**src/common/osst_pkg.sv**
```systemverilog
// Purpose: Shared constants and types of the oscillator start and stabilization block.
// Assumes: A 125 MHz system clock and a 32-bit classic Wishbone register bus.
// Notes:   Register offsets are byte addresses of aligned 32-bit words.
package osst_pkg;

  // ----------------------------------------------------------------------------
  // Bus geometry and register map
  // ----------------------------------------------------------------------------
  localparam int unsigned ADDR_W          = 8;
  localparam logic [7:0]  REG_ENABLE      = 8'h00;
  localparam logic [7:0]  REG_CRYSTAL_CFG = 8'h04;
  localparam logic [7:0]  REG_HS_CFG      = 8'h08;
  localparam logic [7:0]  REG_FLAG        = 8'h0C;
  localparam logic [7:0]  REG_IRQ_EN      = 8'h10;
  localparam logic [7:0]  REG_KEY         = 8'h14;
  localparam logic [7:0]  REG_STATUS      = 8'h18;

  // ----------------------------------------------------------------------------
  // Source indices, shared by enable and gate bits; flag and interrupt enable bits use 0 to 2, bit 3 is stop
  // ----------------------------------------------------------------------------
  localparam int unsigned SRC_INTERNAL = 0;
  localparam int unsigned SRC_CRYSTAL  = 1;
  localparam int unsigned SRC_HS       = 2;
  localparam int unsigned SRC_EXTERNAL = 3;
  localparam int unsigned FLAG_STOP    = 3;

  // ----------------------------------------------------------------------------
  // Field positions of the crystal and high-speed configuration words
  // ----------------------------------------------------------------------------
  localparam int unsigned XCFG_WAIT_LSB  = 0;
  localparam int unsigned XCFG_NGAIN_LSB = 2;
  localparam int unsigned XCFG_GCAP_LSB  = 4;
  localparam int unsigned XCFG_BOOST_EN  = 7;
  localparam int unsigned XCFG_BGAIN_LSB = 8;
  localparam int unsigned XCFG_RESTART   = 10;
  localparam int unsigned XCFG_W         = 11;
  localparam int unsigned HCFG_TYPE_LSB  = 0;
  localparam int unsigned HCFG_WAIT_LSB  = 2;
  localparam int unsigned HCFG_FREQ_LSB  = 5;
  localparam int unsigned HCFG_W         = 7;

  // ----------------------------------------------------------------------------
  // Values after reset and protection key
  // ----------------------------------------------------------------------------
  localparam logic [3:0]        ENABLE_RST = 4'h1;
  localparam logic [XCFG_W-1:0] XCFG_RST   = 11'h000;
  localparam logic [HCFG_W-1:0] HCFG_RST   = 7'h00;
  localparam logic [15:0]       KEY_RST    = 16'h0000;
  localparam logic [15:0]       UNLOCK_KEY = 16'h0096;

  // ----------------------------------------------------------------------------
  // Stabilization, boost and stop detection counts
  // ----------------------------------------------------------------------------
  localparam logic [16:0] INTERNAL_WAIT   = 17'h00010;
  localparam logic [4:0]  XTAL_WAIT_SHIFT = 5'h0E;
  localparam logic [4:0]  HS_WAIT_SHIFT   = 5'h10;
  localparam logic [10:0] BOOST_CYCLES    = 11'h400;
  localparam int unsigned CLK_PERIOD_NS   = 8;
  localparam int unsigned STOP_TIME_NS    = 200000;
  localparam int unsigned STOP_CYCLES     = STOP_TIME_NS / CLK_PERIOD_NS;

  // ----------------------------------------------------------------------------
  // Types
  // ----------------------------------------------------------------------------
  typedef enum logic [1:0] {
    OSST_SYS_INTERNAL,
    OSST_SYS_CRYSTAL,
    OSST_SYS_HS,
    OSST_SYS_EXTERNAL
  } osst_sys_src_t;

  typedef enum logic [1:0] {
    OSST_HS_CRYSTAL,
    OSST_HS_RC,
    OSST_HS_INTERNAL
  } osst_hs_type_t;

  typedef struct packed {
    logic       internal_run;
    logic       crystal_run;
    logic       high_speed_run;
    logic       external_en;
    logic [1:0] crystal_gain;
    logic [2:0] crystal_gate_cap;
    logic       crystal_restart;
    logic [1:0] high_speed_type;
    logic [1:0] high_speed_freq;
  } osst_ctrl_t;

endpackage : osst_pkg

```
**src/hdl/osst_core.sv**
```systemverilog
// Purpose: Starts the clock sources, times their stabilization and gates their clocks.
// Assumes: Oscillator outputs arrive as slow levels, each below a quarter of clk_i.
// Notes:   Wait lengths count rising edges of the oscillator itself, not clk_i cycles.
//
// The Wishbone register port and the placing of the registers were decided locally.
`timescale 1ns/1ps

module osst_core #(
  parameter int unsigned STOP_CYCLES = osst_pkg::STOP_CYCLES,
  parameter int unsigned STOP_W      = 16
) (
  input  wire logic                          clk_i,
  input  wire logic                          rst_i,
  input  wire logic                          wb_cyc_i,
  input  wire logic                          wb_stb_i,
  input  wire logic                          wb_we_i,
  input  wire logic [osst_pkg::ADDR_W-1:0]   wb_adr_i,
  input  wire logic [3:0]                    wb_sel_i,
  input  wire logic [31:0]                   wb_dat_i,
  output logic      [31:0]                   wb_dat_o,
  output logic                               wb_ack_o,
  input  wire logic [2:0]                    osc_clk_i,
  output logic      [3:0]                    clk_gate_o,
  output osst_pkg::osst_ctrl_t               osc_ctrl_o,
  output osst_pkg::osst_sys_src_t            system_clk_sel_o,
  output logic                               irq_o
);

  // ----------------------------------------------------------------------------
  // Elaboration check
  // ----------------------------------------------------------------------------
  if (STOP_CYCLES < 2 || STOP_CYCLES >= (1 << STOP_W)) begin : g_bad_stop
    $error("STOP_CYCLES does not fit the stop counter");
  end

  // ----------------------------------------------------------------------------
  // State
  // ----------------------------------------------------------------------------
  typedef struct packed {
    logic [2:0]                      sync1;
    logic [2:0]                      sync2;
    logic [2:0]                      prev;
    logic [2:0][16:0]                cnt;
    logic [2:0]                      waiting;
    logic [2:0]                      ready;
    logic [3:0]                      osc_en;
    logic [osst_pkg::XCFG_W-1:0]     xcfg;
    logic [osst_pkg::HCFG_W-1:0]     hcfg;
    logic [3:0]                      flag;
    logic [3:0]                      irq_en;
    logic [15:0]                     key;
    logic                            boost;
    logic [10:0]                     boost_cnt;
    logic [STOP_W-1:0]               stop_cnt;
    logic                            restart;
    logic                            ack;
    logic [31:0]                     rdata;
  } osst_state_t;

  osst_state_t q;
  osst_state_t d;

  logic [2:0]        edge_w;
  logic              req_w;
  logic              wr_w;
  logic [31:0]       wmask_w;
  logic [31:0]       wbits_w;
  logic              unlocked_w;
  logic [2:0][16:0]  target_w;
  logic [3:0]        set_w;
  logic              stop_w;
  logic [31:0]       rd_w;
  logic [3:0]        en_new;

  // ----------------------------------------------------------------------------
  // Combinational helpers
  // ----------------------------------------------------------------------------
  // Edge detect reads only the second synchroniser stage and its delayed copy.
  assign edge_w     = q.sync2 & ~q.prev;
  assign req_w      = wb_cyc_i & wb_stb_i & ~q.ack;
  assign wr_w       = req_w & wb_we_i;
  assign wmask_w    = {{8{wb_sel_i[3]}}, {8{wb_sel_i[2]}}, {8{wb_sel_i[1]}}, {8{wb_sel_i[0]}}};
  assign wbits_w    = wb_dat_i & wmask_w;
  assign unlocked_w = (q.key == osst_pkg::UNLOCK_KEY);

  // Wait targets in oscillator edges.
  assign target_w[osst_pkg::SRC_INTERNAL] = osst_pkg::INTERNAL_WAIT;
  assign target_w[osst_pkg::SRC_CRYSTAL]  = 17'h00001 << (osst_pkg::XTAL_WAIT_SHIFT -
      {2'h0, q.xcfg[osst_pkg::XCFG_WAIT_LSB +: 2], 1'b0});
  assign target_w[osst_pkg::SRC_HS]       = 17'h00001 << (osst_pkg::HS_WAIT_SHIFT -
      {1'b0, q.hcfg[osst_pkg::HCFG_WAIT_LSB +: 3], 1'b0});

  // Read multiplexer; unmapped addresses read zero.
  always_comb begin
    rd_w = 32'h00000000;
    unique case (wb_adr_i)
      osst_pkg::REG_ENABLE:      rd_w[3:0]                  = q.osc_en;
      osst_pkg::REG_CRYSTAL_CFG: rd_w[osst_pkg::XCFG_W-1:0] = q.xcfg;
      osst_pkg::REG_HS_CFG:      rd_w[osst_pkg::HCFG_W-1:0] = q.hcfg;
      osst_pkg::REG_FLAG:        rd_w[3:0]                  = q.flag;
      osst_pkg::REG_IRQ_EN:      rd_w[3:0]                  = q.irq_en;
      osst_pkg::REG_KEY:         rd_w[15:0]                 = q.key;
      osst_pkg::REG_STATUS:      rd_w[4:0]                  = {q.boost, clk_gate_o};
      default:                   rd_w                       = 32'h00000000;
    endcase
  end

  // ----------------------------------------------------------------------------
  // Next-state logic
  // ----------------------------------------------------------------------------
  // Bus access, stabilization counting, boost, stop detection and flags.
  always_comb begin
    logic [osst_pkg::XCFG_W-1:0] xnew;
    logic [osst_pkg::HCFG_W-1:0] hnew;
    xnew    = (q.xcfg & ~wmask_w[osst_pkg::XCFG_W-1:0]) | wbits_w[osst_pkg::XCFG_W-1:0];
    hnew    = (q.hcfg & ~wmask_w[osst_pkg::HCFG_W-1:0]) | wbits_w[osst_pkg::HCFG_W-1:0];
    d       = q;
    set_w   = 4'h0;
    stop_w  = 1'b0;
    en_new  = q.osc_en;
    d.sync1 = osc_clk_i;
    d.sync2 = q.sync1;
    d.prev  = q.sync2;
    d.ack   = req_w;
    d.restart = 1'b0;
    if (req_w) begin
      d.rdata = rd_w;
    end
    // Register writes.
    if (wr_w) begin
      unique case (wb_adr_i)
        osst_pkg::REG_ENABLE: begin
          en_new = (q.osc_en & ~wmask_w[3:0]) | wbits_w[3:0];
        end
        osst_pkg::REG_CRYSTAL_CFG: begin
          if (unlocked_w) begin
            d.xcfg = xnew;
          end
        end
        osst_pkg::REG_HS_CFG: begin
          // The unused type code is refused and the old type kept.
          if (unlocked_w && hnew[osst_pkg::HCFG_TYPE_LSB +: 2] != 2'h3) begin
            d.hcfg = hnew;
          end
        end
        osst_pkg::REG_IRQ_EN: begin
          d.irq_en = (q.irq_en & ~wmask_w[3:0]) | wbits_w[3:0];
        end
        osst_pkg::REG_KEY: begin
          d.key = (q.key & ~wmask_w[15:0]) | wbits_w[15:0];
        end
        default: begin
        end
      endcase
    end
    // Stabilization counters advance on each oscillator edge while the source waits.
    for (int i = 0; i < 3; i++) begin
      if (q.waiting[i] && edge_w[i]) begin
        d.cnt[i] = q.cnt[i] + 17'h00001;
        if (q.cnt[i] + 17'h00001 == target_w[i]) begin
          d.waiting[i] = 1'b0;
          d.ready[i]   = 1'b1;
          set_w[i]     = 1'b1;
        end
      end
    end
    // Boost interval counted in crystal edges, then normal gain returns.
    if (q.boost && edge_w[osst_pkg::SRC_CRYSTAL]) begin
      d.boost_cnt = q.boost_cnt + 11'h001;
      if (q.boost_cnt + 11'h001 == osst_pkg::BOOST_CYCLES) begin
        d.boost = 1'b0;
      end
    end
    // Stop detector: too long without a crystal edge restarts the wait.
    if (q.ready[osst_pkg::SRC_CRYSTAL] && q.xcfg[osst_pkg::XCFG_RESTART]) begin
      if (edge_w[osst_pkg::SRC_CRYSTAL]) begin
        d.stop_cnt = '0;
      end else if (q.stop_cnt == STOP_W'(STOP_CYCLES - 1)) begin
        stop_w                          = 1'b1;
        d.stop_cnt                      = '0;
        d.restart                       = 1'b1;
        d.ready[osst_pkg::SRC_CRYSTAL]  = 1'b0;
        d.waiting[osst_pkg::SRC_CRYSTAL] = 1'b1;
        d.cnt[osst_pkg::SRC_CRYSTAL]    = 17'h00000;
        set_w[osst_pkg::FLAG_STOP]      = 1'b1;
      end else begin
        d.stop_cnt = q.stop_cnt + STOP_W'(1);
      end
    end else begin
      d.stop_cnt = '0;
    end
    // Enable edges start or stop each waited source.
    for (int i = 0; i < 3; i++) begin
      if (!en_new[i]) begin
        d.waiting[i] = 1'b0;
        d.ready[i]   = 1'b0;
        d.cnt[i]     = 17'h00000;
      end else if (!q.osc_en[i]) begin
        d.waiting[i] = 1'b1;
        d.ready[i]   = 1'b0;
        d.cnt[i]     = 17'h00000;
      end
    end
    if (en_new[osst_pkg::SRC_CRYSTAL] && !q.osc_en[osst_pkg::SRC_CRYSTAL]) begin
      d.boost     = q.xcfg[osst_pkg::XCFG_BOOST_EN];
      d.boost_cnt = 11'h000;
    end else if (!en_new[osst_pkg::SRC_CRYSTAL]) begin
      d.boost = 1'b0;
    end
    d.osc_en = en_new;
    // Flags: write one clears, a set in the same cycle wins.
    if (wr_w && wb_adr_i == osst_pkg::REG_FLAG) begin
      d.flag = q.flag & ~wbits_w[3:0];
    end
    d.flag = d.flag | set_w;
  end

  // ----------------------------------------------------------------------------
  // State register
  // ----------------------------------------------------------------------------
  // Synchronous reset; the internal oscillator restarts its wait after reset.
  always_ff @(posedge clk_i) begin
    if (rst_i) begin
      q         <= '0;
      q.osc_en  <= osst_pkg::ENABLE_RST;
      q.waiting <= 3'h1;
      q.xcfg    <= osst_pkg::XCFG_RST;
      q.hcfg    <= osst_pkg::HCFG_RST;
      q.key     <= osst_pkg::KEY_RST;
    end else begin
      q <= d;
    end
  end

  // ----------------------------------------------------------------------------
  // Outputs
  // ----------------------------------------------------------------------------
  // Clock gates, oscillator controls and interrupt request.
  assign wb_dat_o         = q.rdata;
  assign wb_ack_o         = q.ack;
  assign system_clk_sel_o = osst_pkg::OSST_SYS_INTERNAL;
  assign clk_gate_o       = {q.osc_en[osst_pkg::SRC_EXTERNAL], q.ready};
  assign irq_o            = |(q.flag & q.irq_en);
  assign osc_ctrl_o.internal_run     = q.osc_en[osst_pkg::SRC_INTERNAL];
  assign osc_ctrl_o.crystal_run      = q.osc_en[osst_pkg::SRC_CRYSTAL];
  assign osc_ctrl_o.high_speed_run   = q.osc_en[osst_pkg::SRC_HS];
  assign osc_ctrl_o.external_en      = q.osc_en[osst_pkg::SRC_EXTERNAL];
  assign osc_ctrl_o.crystal_gain     = q.boost ? q.xcfg[osst_pkg::XCFG_BGAIN_LSB +: 2]
                                               : q.xcfg[osst_pkg::XCFG_NGAIN_LSB +: 2];
  assign osc_ctrl_o.crystal_gate_cap = q.xcfg[osst_pkg::XCFG_GCAP_LSB +: 3];
  assign osc_ctrl_o.crystal_restart  = q.restart;
  assign osc_ctrl_o.high_speed_type  = q.hcfg[osst_pkg::HCFG_TYPE_LSB +: 2];
  assign osc_ctrl_o.high_speed_freq  =
      (q.hcfg[osst_pkg::HCFG_TYPE_LSB +: 2] == osst_pkg::OSST_HS_INTERNAL)
      ? q.hcfg[osst_pkg::HCFG_FREQ_LSB +: 2] : 2'h0;

  logic wr_en_w;
  assign wr_en_w = wr_w && wb_adr_i == osst_pkg::REG_ENABLE && wb_sel_i[0];
endmodule : osst_core

```
**config.mk**
```make
export PLATFORM = sky130hd
export DESIGN_NAME = osst_core
export DESIGN_NICKNAME = d
export VERILOG_FILES = /design/src/common/osst_pkg.sv /design/src/hdl/osst_core.sv
export SDC_FILE = /design/constraint.sdc
export NUM_CORES = 1
export LEC_CHECK = 0
export BUFFER_PORTS_ARGS = -buffer_cell sky130_fd_sc_hd__buf_4
export CORE_ASPECT_RATIO = 0.75
export CORE_MARGIN = 3
export CORE_UTILIZATION = 60
export CTS_CLUSTER_DIAMETER = 150
export DETAILED_ROUTE_END_ITERATION = 7
export PLACE_DENSITY_LB_ADDON = 0.3
export SLEW_MARGIN = 5
export SYNTH_ARGS = -nofsm -noshare
export SYNTH_HDL_FRONTEND = slang
export SYNTH_SLANG_ARGS = --single-unit
```
**constraint.sdc**
```tcl
create_clock -name clk_i -period 5.6 [get_ports clk_i]
set_input_delay 0.56 -clock clk_i [delete_from_list [all_inputs] [get_ports clk_i]]
set_output_delay 0.56 -clock clk_i [all_outputs]
set_load 0.05 [all_outputs]
```
=== Word-level counts from Yosys, hierarchy flattened ===
Index checks and enable logic that the tools add are counted.

* Flip-flop bits (word level): 158
* Output and inout bits: 54
* Input bits: 52
* Logic and storage cells: 159

* Multiplexer cells: 45
* Bitwise operators: 32
* Eq/ne operators: 20
* Reduce and logical (&&, ||, !) cells: 28
* Add/subtract/negate cells: 7
* Shift operators: 2

{| class="wikitable"
|+ Operators with widths
! cell !! number
|-
| 2-to-1 mux 17 bit || 4
|-
| adder 17 x 1 -> 17 bit, second input constant || 3
|-
| equality test 17 bit || 2
|-
| << shifter 1 x 5 -> 17 bit, first input constant || 2
|-
| bitwise AND 16 bit || 2
|-
| 2-to-1 mux 1 bit || 30
|-
| one-hot mux 4 bit (7 select lines) || 1
|-
| equality test 8 x 5 -> 1 bit, second input constant || 3
|-
| equality test 17 x 5 -> 1 bit, second input constant || 1
|-
| adder 16 x 1 -> 16 bit, second input constant || 1
|-
| bitwise AND 4 bit || 4
|-
| equality test 16 x 15 -> 1 bit, second input constant || 1
|-
| equality test 16 x 8 -> 1 bit, second input constant || 1
|-
| equality test 8 x 4 -> 1 bit, second input constant || 2
|-
| inverter 16 bit || 1
|-
| bitwise OR 16 bit || 1
|-
| AND reduction 2 bit || 8
|-
| 2-to-1 mux 12 bit || 1
|-
| bitwise OR 4 bit || 3
|-
| adder 11 x 1 -> 11 bit, second input constant || 1
|-
| bitwise AND 11 bit || 1
|-
| equality test 11 bit, second input constant || 1
|-
| inverter 11 bit || 1
|-
| bitwise OR 11 bit || 1
|-
| other kinds (30) || 58
|}

=== Longest topological paths before layout ===
Gate-level depths: netlist of run 1.

* Depth in word-level cells: 9
* Depth in mapped cells: 10
* Mapped depth without buffers: 8

=== Worst setup path after synthesis of run 1 ===
OpenSTA, ideal clock, no wires.

* Path kind: reg2reg
* From: register (tool-made name)
* To: register q[113] in the netlist's numbering
* Setup time: 0.119 ns
* Stages on the path, launching flop included: 11
* Clock period less this slack: 2.630 ns
* Data arrival time: 2.511 ns
* Slack: 2.970 ns
* Data required time: 5.481 ns
* Path buffers: 2
* Path through: dfxtp_1 -> clkbuf_1 -> nor2_1 -> ha_1 -> clkbuf_1 -> or3b_1 -> nand4_1 -> or3b_1 -> a21oi_1 -> o2111ai_1 -> o221a_2

{| class="wikitable"
|+ RTL lines
! item !! line !! RTL
|-
| end: declaration || osst_core.sv:60 || <nowiki>osst_state_t q;</nowiki>
|}

==> results.cfg, run 1 <==
[sta]
fin_crit_sh_pct = 50.3
final_hold_viol_count = 0
fmax_mhz = 355
drv_slew = 0
min_period_ns = 2.82
worst_pin_slew_ns = 0.847
finalSetupTns_ns = 0
finClkSkew_ns = 0.0117
setup_violations = 0
timing.hold.ws_ns = 0.344
setup_slack_ns = 2.78
maxSlewHeadroom_pct = 43.4
rsz0062_at_grt = no

[clock_network]
cts_buffer_depth = 2
htreeDepth = 4
cts_setup_buffers = 0
cts_tree = done
holdBufCountCts = 0
cts_resized = 0
clk_latency_ns = 0.42
clk_root_buffer_cell = clkbuf_16
cts_buffers = 17
clkSlewWorstSetupHoldPaths_ns = 0.07
cts_sinks = 158

[power_and_ir_drop]
p_per_area_nw_per_um2 = 256
power_leakage_nw = 3.31
finalPower_mw = 2.42
ir_drop_uv = 200

[yosys]
synthSimpleGateAreaFrac_pct = 28.6
ys_types = 78
synth_area_per_cell_um2 = 8.42
synth_flop_cell = dfxtp_1
yosys_register_bits = 158
synthAdderAreaFrac_pct = 1.30
synth_edf_count = 0
ys_seq_area_share_pct = 36.5
synth_top_family_by_area = simple AND/OR/NAND/NOR gates
syn_inst = 1030
yosys-mux-area-fraction_pct = 5.05
netlist_area_um2 = 8670
synth-compound-area-share_pct = 10.4
synthXorXnorAreaFrac_pct = 9.95
ys.warnings.count = 0
async_reset_ff_share_pct = 0

[critical_path]
path_buf_inv = 0
path_delay_family = compound AO/OA/AOI/OAI gates
cp_cell_sequence = nor2_1 -> ha_1 -> nor2b_1 -> o21ai_0 -> a221o_1 -> o31ai_1 -> o2111ai_1 -> o221a_2
critPathMaxFanout = 14
crit_arrival_ns = 3.13
crit_slowest_cell = dfxtp_1
crit_type = reg -> reg
start_kind = flip-flop
cp-end-kind = flip-flop
cp.required_ns = 5.91
cp_slowest_stage_delay_ns = 0.61

[floorplanning]
core_area_um2 = 13900
rows = 37
ios = 106
start_util_pct = 62.3
die_area_um2 = 16000
die_w_um = 145
die_y_um = 110

[place]
io_buffers = 69
gp_congestion = 0.858
dp_hpwl_mm = 13.5
pre_cts_ws_ns = 2.61

[routing]
num_vias = 7177
post_drt_wl_per_cell_um = 15.7
first_pass_iters = 5
drt-initial-drc-count = 490
drtAntennaViolNets = 0
routed_via_density = 5.80
drc_errors = 0
wl_mm = 19.4

[grt]
grt_pass1_vias = 6543
gr-usage-all-layers_pct = 25.1
grt_pass1_wl_mm = 32.3
grt_max_degree = 72
gr-total-overflow = 0
grt_antenna_before_repair = 0

[cells_and_area]
n_antenna_cell = 0
final_cell_mix = 158 x dfxtp_1, 147 x nor2_1, 95 x nand2_1, 69 x buf_4, 50 x xnor2_1
drive_above_1_share_pct = 13.1
fin_nets = 1090
mostFrequentLayoutCell = dfxtp_1
area_delta_synth_final_pct = 8.91
final_core_util_pct = 67.8

[hold_path]
min-delay-start = osc_clk_i[0]
hp-class = in -> reg

[status]
status = complete, no violations

[flow_run]
max_cap_violations = 0
report_power, final:
| part | total (mW) | switching, mW | leakage [nW] | internal [mW] |
|---|---|---|---|---|
| combinational | 0.110 | 0.0807 | 1.75 | 0.0295 |
| sequential | 1.13 | 0.00365 | 1.27 | 1.13 |
| clock | 1.18 | 0.502 | 0.289 | 0.673 |
| total | 2.42 | 0.587 | 3.31 | 1.83 |
synthesized netlist by cell type (all sizes together), types with 5 or more instances:
| library cell | number | share of area (%) |
|---|---|---|
| xor2 | 46 | 4.6 |
| nor3 | 30 | 1.7 |
| nor3b | 7 | 0.66 |
| nor2 | 149 | 6.6 |
| a21oi | 43 | 2.5 |
| nand4 | 38 | 3.3 |
| or3 | 13 | 1.0 |
| mux2i | 37 | 4.3 |
| mux2 | 6 | 0.78 |
| clkbuf | 31 | 1.3 |
| ha | 9 | 1.3 |
| nor4 | 13 | 1.3 |
| and3b | 7 | 0.71 |
| and4 | 9 | 0.92 |
| and2 | 8 | 0.59 |
| nand2 | 95 | 4.1 |
| a22oi | 15 | 1.3 |
| o21ai | 21 | 1.2 |
| nor4b | 9 | 1.4 |
| nor2b | 13 | 0.94 |
| nand3b | 6 | 0.52 |
| a211o | 5 | 0.50 |
| inv | 16 | 0.69 |
| and3 | 14 | 1.0 |
| buf | 75 | 6.2 |
| nand3 | 43 | 2.5 |
| xnor2 | 50 | 5.0 |
| dfxtp | 158 | 36 |
final timing paths:
| check | depth (start not counted) | to | slack (ns) |
|---|---|---|---|
| min reg2reg | 1 | d[166] | 0.44 |
| min | 2 | d[168] | 0.34 |
| max | 8 | q[113] | 2.78 |
| max reg2reg | 8 | q[113] | 2.78 |
metrics by stage:
step,instance area [µm²],std cells
global placement,8850,1205
CTS,9450,1237
floorplan,8740,1047
global route,9450,1237
finish,9450,1237
detailed placement,8850,1205
logic make-up after synthesis:
group           count (synthesis)
flops                         158
simple gates                  468
compound gates                132
other cells                     1
buf+inv                       122
mux                            43
fa+ha+maj                       9
xor+xnor                       97
metal layers:
layer	GRT usage [%]	up-vias	share of wire, %
li1	-	3545	-
met1	36.3	3411	50
met2	38.0	202	43
met3	5.09	19	5.5
met4	6.99	0	1.4
met5	0	-	0
final cells by class:
class,instances,area (µm²)
repair buffers,69,518
flip-flops and latches,158,3160
fillers,1153,4490
inverters,16,60.1
clock inverters,15,175
clock buffers,17,425
well taps,195,244
multi-input cells,767,4860
(Power assumes the default switching activity.)
==> run 2, diff against run 1 <==
Settings changed: CORE_UTILIZATION 60 to 53.
Clock period 5.6 ns to 2.25 ns, I/O delays scaled along.
==> run 2 against run 1 <==
Compared with the run above: final cell count rose by 5.3%; routed wire length grew 5.0%; flip-flop and latch count did not move.
==> results.cfg, run 2 (synthesis results as in run 1) <==
[sta]
fin_crit_sh_pct = 99.3
setup_violations = 0
setup_slack_ns = 0.0150
maxSlewHeadroom_pct = 52.0
min_period_ns = 2.24
final_hold_viol_count = 0
worst_pin_slew_ns = 0.720
timing.hold.ws_ns = 0.0212
drv_slew = 0
finClkSkew_ns = 0.0121
rsz0062_at_grt = yes
fmax_mhz = 447

[power_and_ir_drop]
p_per_area_nw_per_um2 = 599
internal_power_mw = 4.49
clockPowerShare_pct = 47.9
power_leakage_nw = 3.60
power_switching_share_pct = 24.6
switchingPower_mw = 1.47
seqPwrFrac_pct = 47.2
pwr-share-comb_pct = 4.9
ir_drop_uv = 448

[cells_and_area]
final_cell_mix = 153 x dfxtp_1, 146 x nor2_1, 124 x buf_4, 95 x nand2_1, 50 x xnor2_1
n_antenna_cell = 0
mostFrequentLayoutCell = dfxtp_1
drive_above_1_share_pct = 19.3
area_delta_synth_final_pct = 14.8
fin_nets = 1146

[critical_path]
critPathMaxFanout = 4
cp.required_ns = 2.56
crit_type = reg -> reg
cp-end-kind = flip-flop
start_kind = flip-flop
crit_arrival_ns = 2.55

[place]
dp_hpwl_mm = 14.5
pre_cts_ws_ns = -0.0611
io_buffers = 69
gp_congestion = 0.894

[clock_network]
cts_tree = done
htreeDepth = 4
clkSlewWorstSetupHoldPaths_ns = 0.06
clk_root_buffer_cell = clkbuf_16
cts_sinks = 158
cts_buffers = 17
clk_latency_ns = 0.43
cts_buffer_depth = 2

[status]
status = complete, no violations

[grt]
grt_pass1_vias = 6601
gr-usage-all-layers_pct = 22.6
gr-total-overflow = 0
grt_max_degree = 70
grt_antenna_before_repair = 0
grt_pass1_wl_mm = 33.3

[routing]
first_pass_iters = 5
routed_via_density = 5.60
num_vias = 7293
post_drt_wl_per_cell_um = 15.6
drtAntennaViolNets = 0
wl_mm = 20.4
drc_errors = 0
drt-initial-drc-count = 603

[floorplanning]
ios = 106
die_y_um = 117
start_util_pct = 55.6
rows = 39
core_area_um2 = 15600
die_w_um = 154
die_area_um2 = 18000

[hold_path]
hp-class = in -> reg
min-delay-start = osc_clk_i[2]

[flow_run]
max_cap_violations = 0
run 2: cell count changes in the layout (fill, tap and decap cells not counted), sizes merged:
cell         previous run  this run
buf                    69       124
bufinv                  2         1
clkbuf                 17        18
clkinv                  3         4
clkinvlp                3         1
dlygate4sd3             0         1
inv                    23        24
run 2: worst paths after layout:
kind,endpoint,slack [ns],cells past startpoint
setup / recovery,q[113],0.01,8
hold / removal,d[170],0.02,2
setup reg to reg,q[113],0.01,8
hold reg to reg,d[167],0.44,1
run 2: power by group through the flow:
| stage | combinational (mW) | clock [mW] | sequential (mW) |
|---|---|---|---|
| after global routing | 0.310 | 3.03 | 2.81 |
| after floorplan | 0.215 | 0 | 2.88 |
| final | 0.289 | 2.86 | 2.81 |
| after detailed placement | 0.286 | 0 | 2.88 |
| after CTS | 0.288 | 2.91 | 2.81 |
| after global placement | 0.284 | 0 | 2.88 |
run 2: what timing repair did:
action                                 4_1_cts  5_1_grt
setup endpoints to repair                    2       17
gates resized for setup                      4       17
pin swaps                                    2        6
endpoints found under the hold margin        1        0
hold buffers                                 1        0
buffers inserted                             1        1
run 2: cell type report:
type                       count  area (µm²)
clock buffer                  18         439
sequential                   158        3170
inverter                      16        60.1
tap                          205         256
multi-input combinational    767        4940
clock inverter                14         148
fill                        1326        5660
timing repair buffer         125         941
run 2: metrics by stage:
stage	setup TNS (ns)	util, %	std cells	total power, mW	instance area (µm²)
final	0	63.8	1303	5.96	9960
after global placement	-0.0144	59.3	1268	3.16	9260
after floorplan	-0.183	-	1047	3.10	8770
after CTS	0	63.3	1302	6.01	9890
after detailed placement	-0.0769	59.3	1268	3.16	9260
after global routing	-0.0843	63.8	1303	6.15	9960
run 2: metal layers:
metal	vias up	part of all wire (%)	track usage [%]
li1	3646	-	-
met1	3406	50	32.0
met2	223	43	34.8
met3	18	6.8	5.92
met4	0	0.90	5.71
met5	-	0	0
run 2: worst max-delay path, cell delays in order (launching register included):
cell,delay [ns]
dfxtp_2,0.33
nor2_4,0.12
ha_4,0.21
or3b_4,0.37
nand4_1,0.10
or3b_4,0.39
a21oi_2,0.14
o2111ai_2,0.19
o221a_2,0.28
==> run 3, diff against run 2 <==
Settings changed: ABC_AREA set to 1, CORE_ASPECT_RATIO 0.75 to 0.9.
==> run 3 against run 2 <==
Compared with the run above: worst setup slack improved by 0.16 ns; global-route usage increased by 0.054 points; sequential power about the same; hold slack improved by 0.0038 ns; sequential share of layout area increased by 1.1 points; largest power group is now sequential cells.
==> results.cfg, run 3 <==
[power_and_ir_drop]
ir_drop_uv = 583
p_per_area_nw_per_um2 = 623
power_leakage_nw = 3.81

[clock_network]
clk_latency_ns = 0.44
clk_root_buffer_cell = clkbuf_16
cts_tree = done
cts_setup_buffers = 0
cts_buffer_depth = 2
htreeDepth = 4
cts_buffers = 17
clkSlewWorstSetupHoldPaths_ns = 0.07
cts_sinks = 158

[critical_path]
r2r_slack_ns = 0.18
r2r_cells = 7
cp-end-kind = flip-flop
cp.required_ns = 2.54
crit_type = reg -> reg
r2r_end = q[52]
critPathMaxFanout = 11
crit_arrival_ns = 2.36
start_kind = flip-flop
reg2reg_from = wb_ack_o

[yosys]
yosysTopAreaCell = dfxtp_1
synth_common_cells = 271 x nand2_1, 158 x dfxtp_1, 146 x inv_1, 143 x nor2_1, 98 x a21oi_1
synth_area_leaders = dfxtp_1 37%, nand2_1 12%, inv_1 6.4%
synth_flop_cell = dfxtp_1
syn_inst = 1252
yosys_register_bits = 158
yosysMostFrequentCell = nand2_1
ys_seq_area_share_pct = 37.0
ys_types = 52
netlist_area_um2 = 8550
synth_area_per_cell_um2 = 6.83
async_reset_ff_share_pct = 0
yosysTopAreaCellShare_pct = 37.0
ys.warnings.count = 0
synth_edf_count = 0

[routing]
post_drt_wl_per_cell_um = 13.2
drtAntennaViolNets = 0
first_pass_iters = 6
drc_errors = 0
drt-initial-drc-count = 531
wl_mm = 19.9
num_vias = 7971
routed_via_density = 5.27

[sta]
drv_slew = 0
rsz0062_at_grt = no
setup_violations = 0
worst_pin_slew_ns = 0.798
finClkSkew_ns = 0.0130
timing.hold.ws_ns = 0.0250
maxSlewHeadroom_pct = 46.5
finalSetupTns_ns = 0
fin_crit_sh_pct = 92.1
fmax_mhz = 483
final_hold_viol_count = 0
min_period_ns = 2.07
setup_slack_ns = 0.178

[floorplanning]
core_area_um2 = 15600
start_util_pct = 54.8
die_w_um = 140
die_y_um = 126
rows = 43
ios = 106
die_area_um2 = 17700

[place]
io_buffers = 69
pre_cts_ws_ns = 0.200
dp_hpwl_mm = 14.5
placed_area_um2 = 9010
gp_congestion = 0.887

[grt]
gr-total-overflow = 0
grt_max_degree = 45
gr-usage-all-layers_pct = 22.7
grt_pass1_vias = 7218
grt_antenna_before_repair = 1
grt_pass1_wl_mm = 33.5

[cells_and_area]
area_delta_synth_final_pct = 12.6
fillerInstances = 1468
multiInputGateArea_um2 = 4360
drive_above_1_share_pct = 13.4
final_core_util_pct = 61.7
fin_nets = 1359
final-seq-area_um2 = 3170
final_cell_mix = 271 x nand2_1, 155 x dfxtp_1, 146 x inv_1, 142 x nor2_1, 98 x a21oi_1
mostFrequentLayoutCell = nand2_1
stdcell_area_um2 = 9620

[hold_path]
hold_depth = 3
min-delay-start = wb_dat_i[14]
hp-class = in -> reg

[status]
status = complete, no violations

[flow_run]
max_cap_violations = 0
[run 3: cell count changes in the layout (fill, tap and decap cells not counted), sizes merged, moves of 13 or more]
cell   before  now
mux2i      37    0
nor2      149  165
xor2       46   20
a22oi      15    1
a21oi      43  105
inv        24  158
o21ai      21   92
nand3      43   75
nor2b      13    0
nand4      38   18
buf       124   85
nand2      95  278
xnor2      50    9
[run 3: layout make-up]
cell class / instances / area share, %
multi-input combinational: 878 / 45.3
sequential: 158 / 32.9
timing repair buffer: 87 / 6.97
inverter: 156 / 6.10
clock buffer: 17 / 4.42
tap: 202 / 2.63
clock inverter: 14 / 1.60
antenna: 1 / 0.0260
[run 3: logic make-up after synthesis]
family / synth area share, %
and+or+nand+nor: 31.1
xor gates and xnor gates: 3.24
adders and majority gates: 1.32
DFF: 37.0
AOI/OAI and AO/OA: 14.5
buffers and inverters: 12.8
other: 0.0439
[run 3: worst max-delay path, cell delays in order (launching register included)]
cell and delay (ns):
dfxtp_1 0.31, nand3b_4 0.25, nor2_8 0.19, nand2_2 0.11
nor2_4 0.20, o21ai_2 0.11, o21ai_1 0.65, nor2_1 0.10
[run 3: report_power, final]
group	leakage [nW]	switching, mW	internal [mW]	total (mW)
clock network	0.281	1.27	1.56	2.83
logic	2.25	0.239	0.0912	0.330
registers	1.28	0.0116	2.82	2.83
total	3.81	1.52	4.47	5.99
[run 3: worst max-delay path by stage]
stage / start / endpoint / slack [ns] / depth (start not counted)
detailed placement: flip-flop / q[113] / 0.20 / 14
global route: flip-flop / q[113] / 0.01 / 14
global placement: wb_adr_i[5] / q[51] / 0.25 / 9
CTS: flip-flop / q[113] / 0.17 / 14
floorplan: wb_ack_o / q[149] / 0.41 / 10
finish: wb_ack_o / q[52] / 0.18 / 7
[run 3: routing by layer]
layer / part of all wire [%] / up-vias / track usage [%]
met5: 0 / - / 0
met4: 2.1 / 0 / 8.26
met3: 5.0 / 32 / 3.81
met2: 45 / 208 / 35.8
met1: 48 / 3636 / 31.5
li1: - / 4095 / -
[run 3: what timing repair did]
action,in CTS,in global routing
gates resized for setup,0,5
hold buffers,2,0
hold endpoints to repair,2,0
setup endpoints to repair,0,5
[run 3: stage by stage]
| stage | total power, mW | std cells |
|---|---|---|
| after floorplan | 3.15 | 1269 |
| after global placement | 3.22 | 1479 |
| after detailed placement | 3.22 | 1479 |
| after CTS | 6.04 | 1512 |
| after global routing | 6.19 | 1513 |
| final | 5.99 | 1513 |
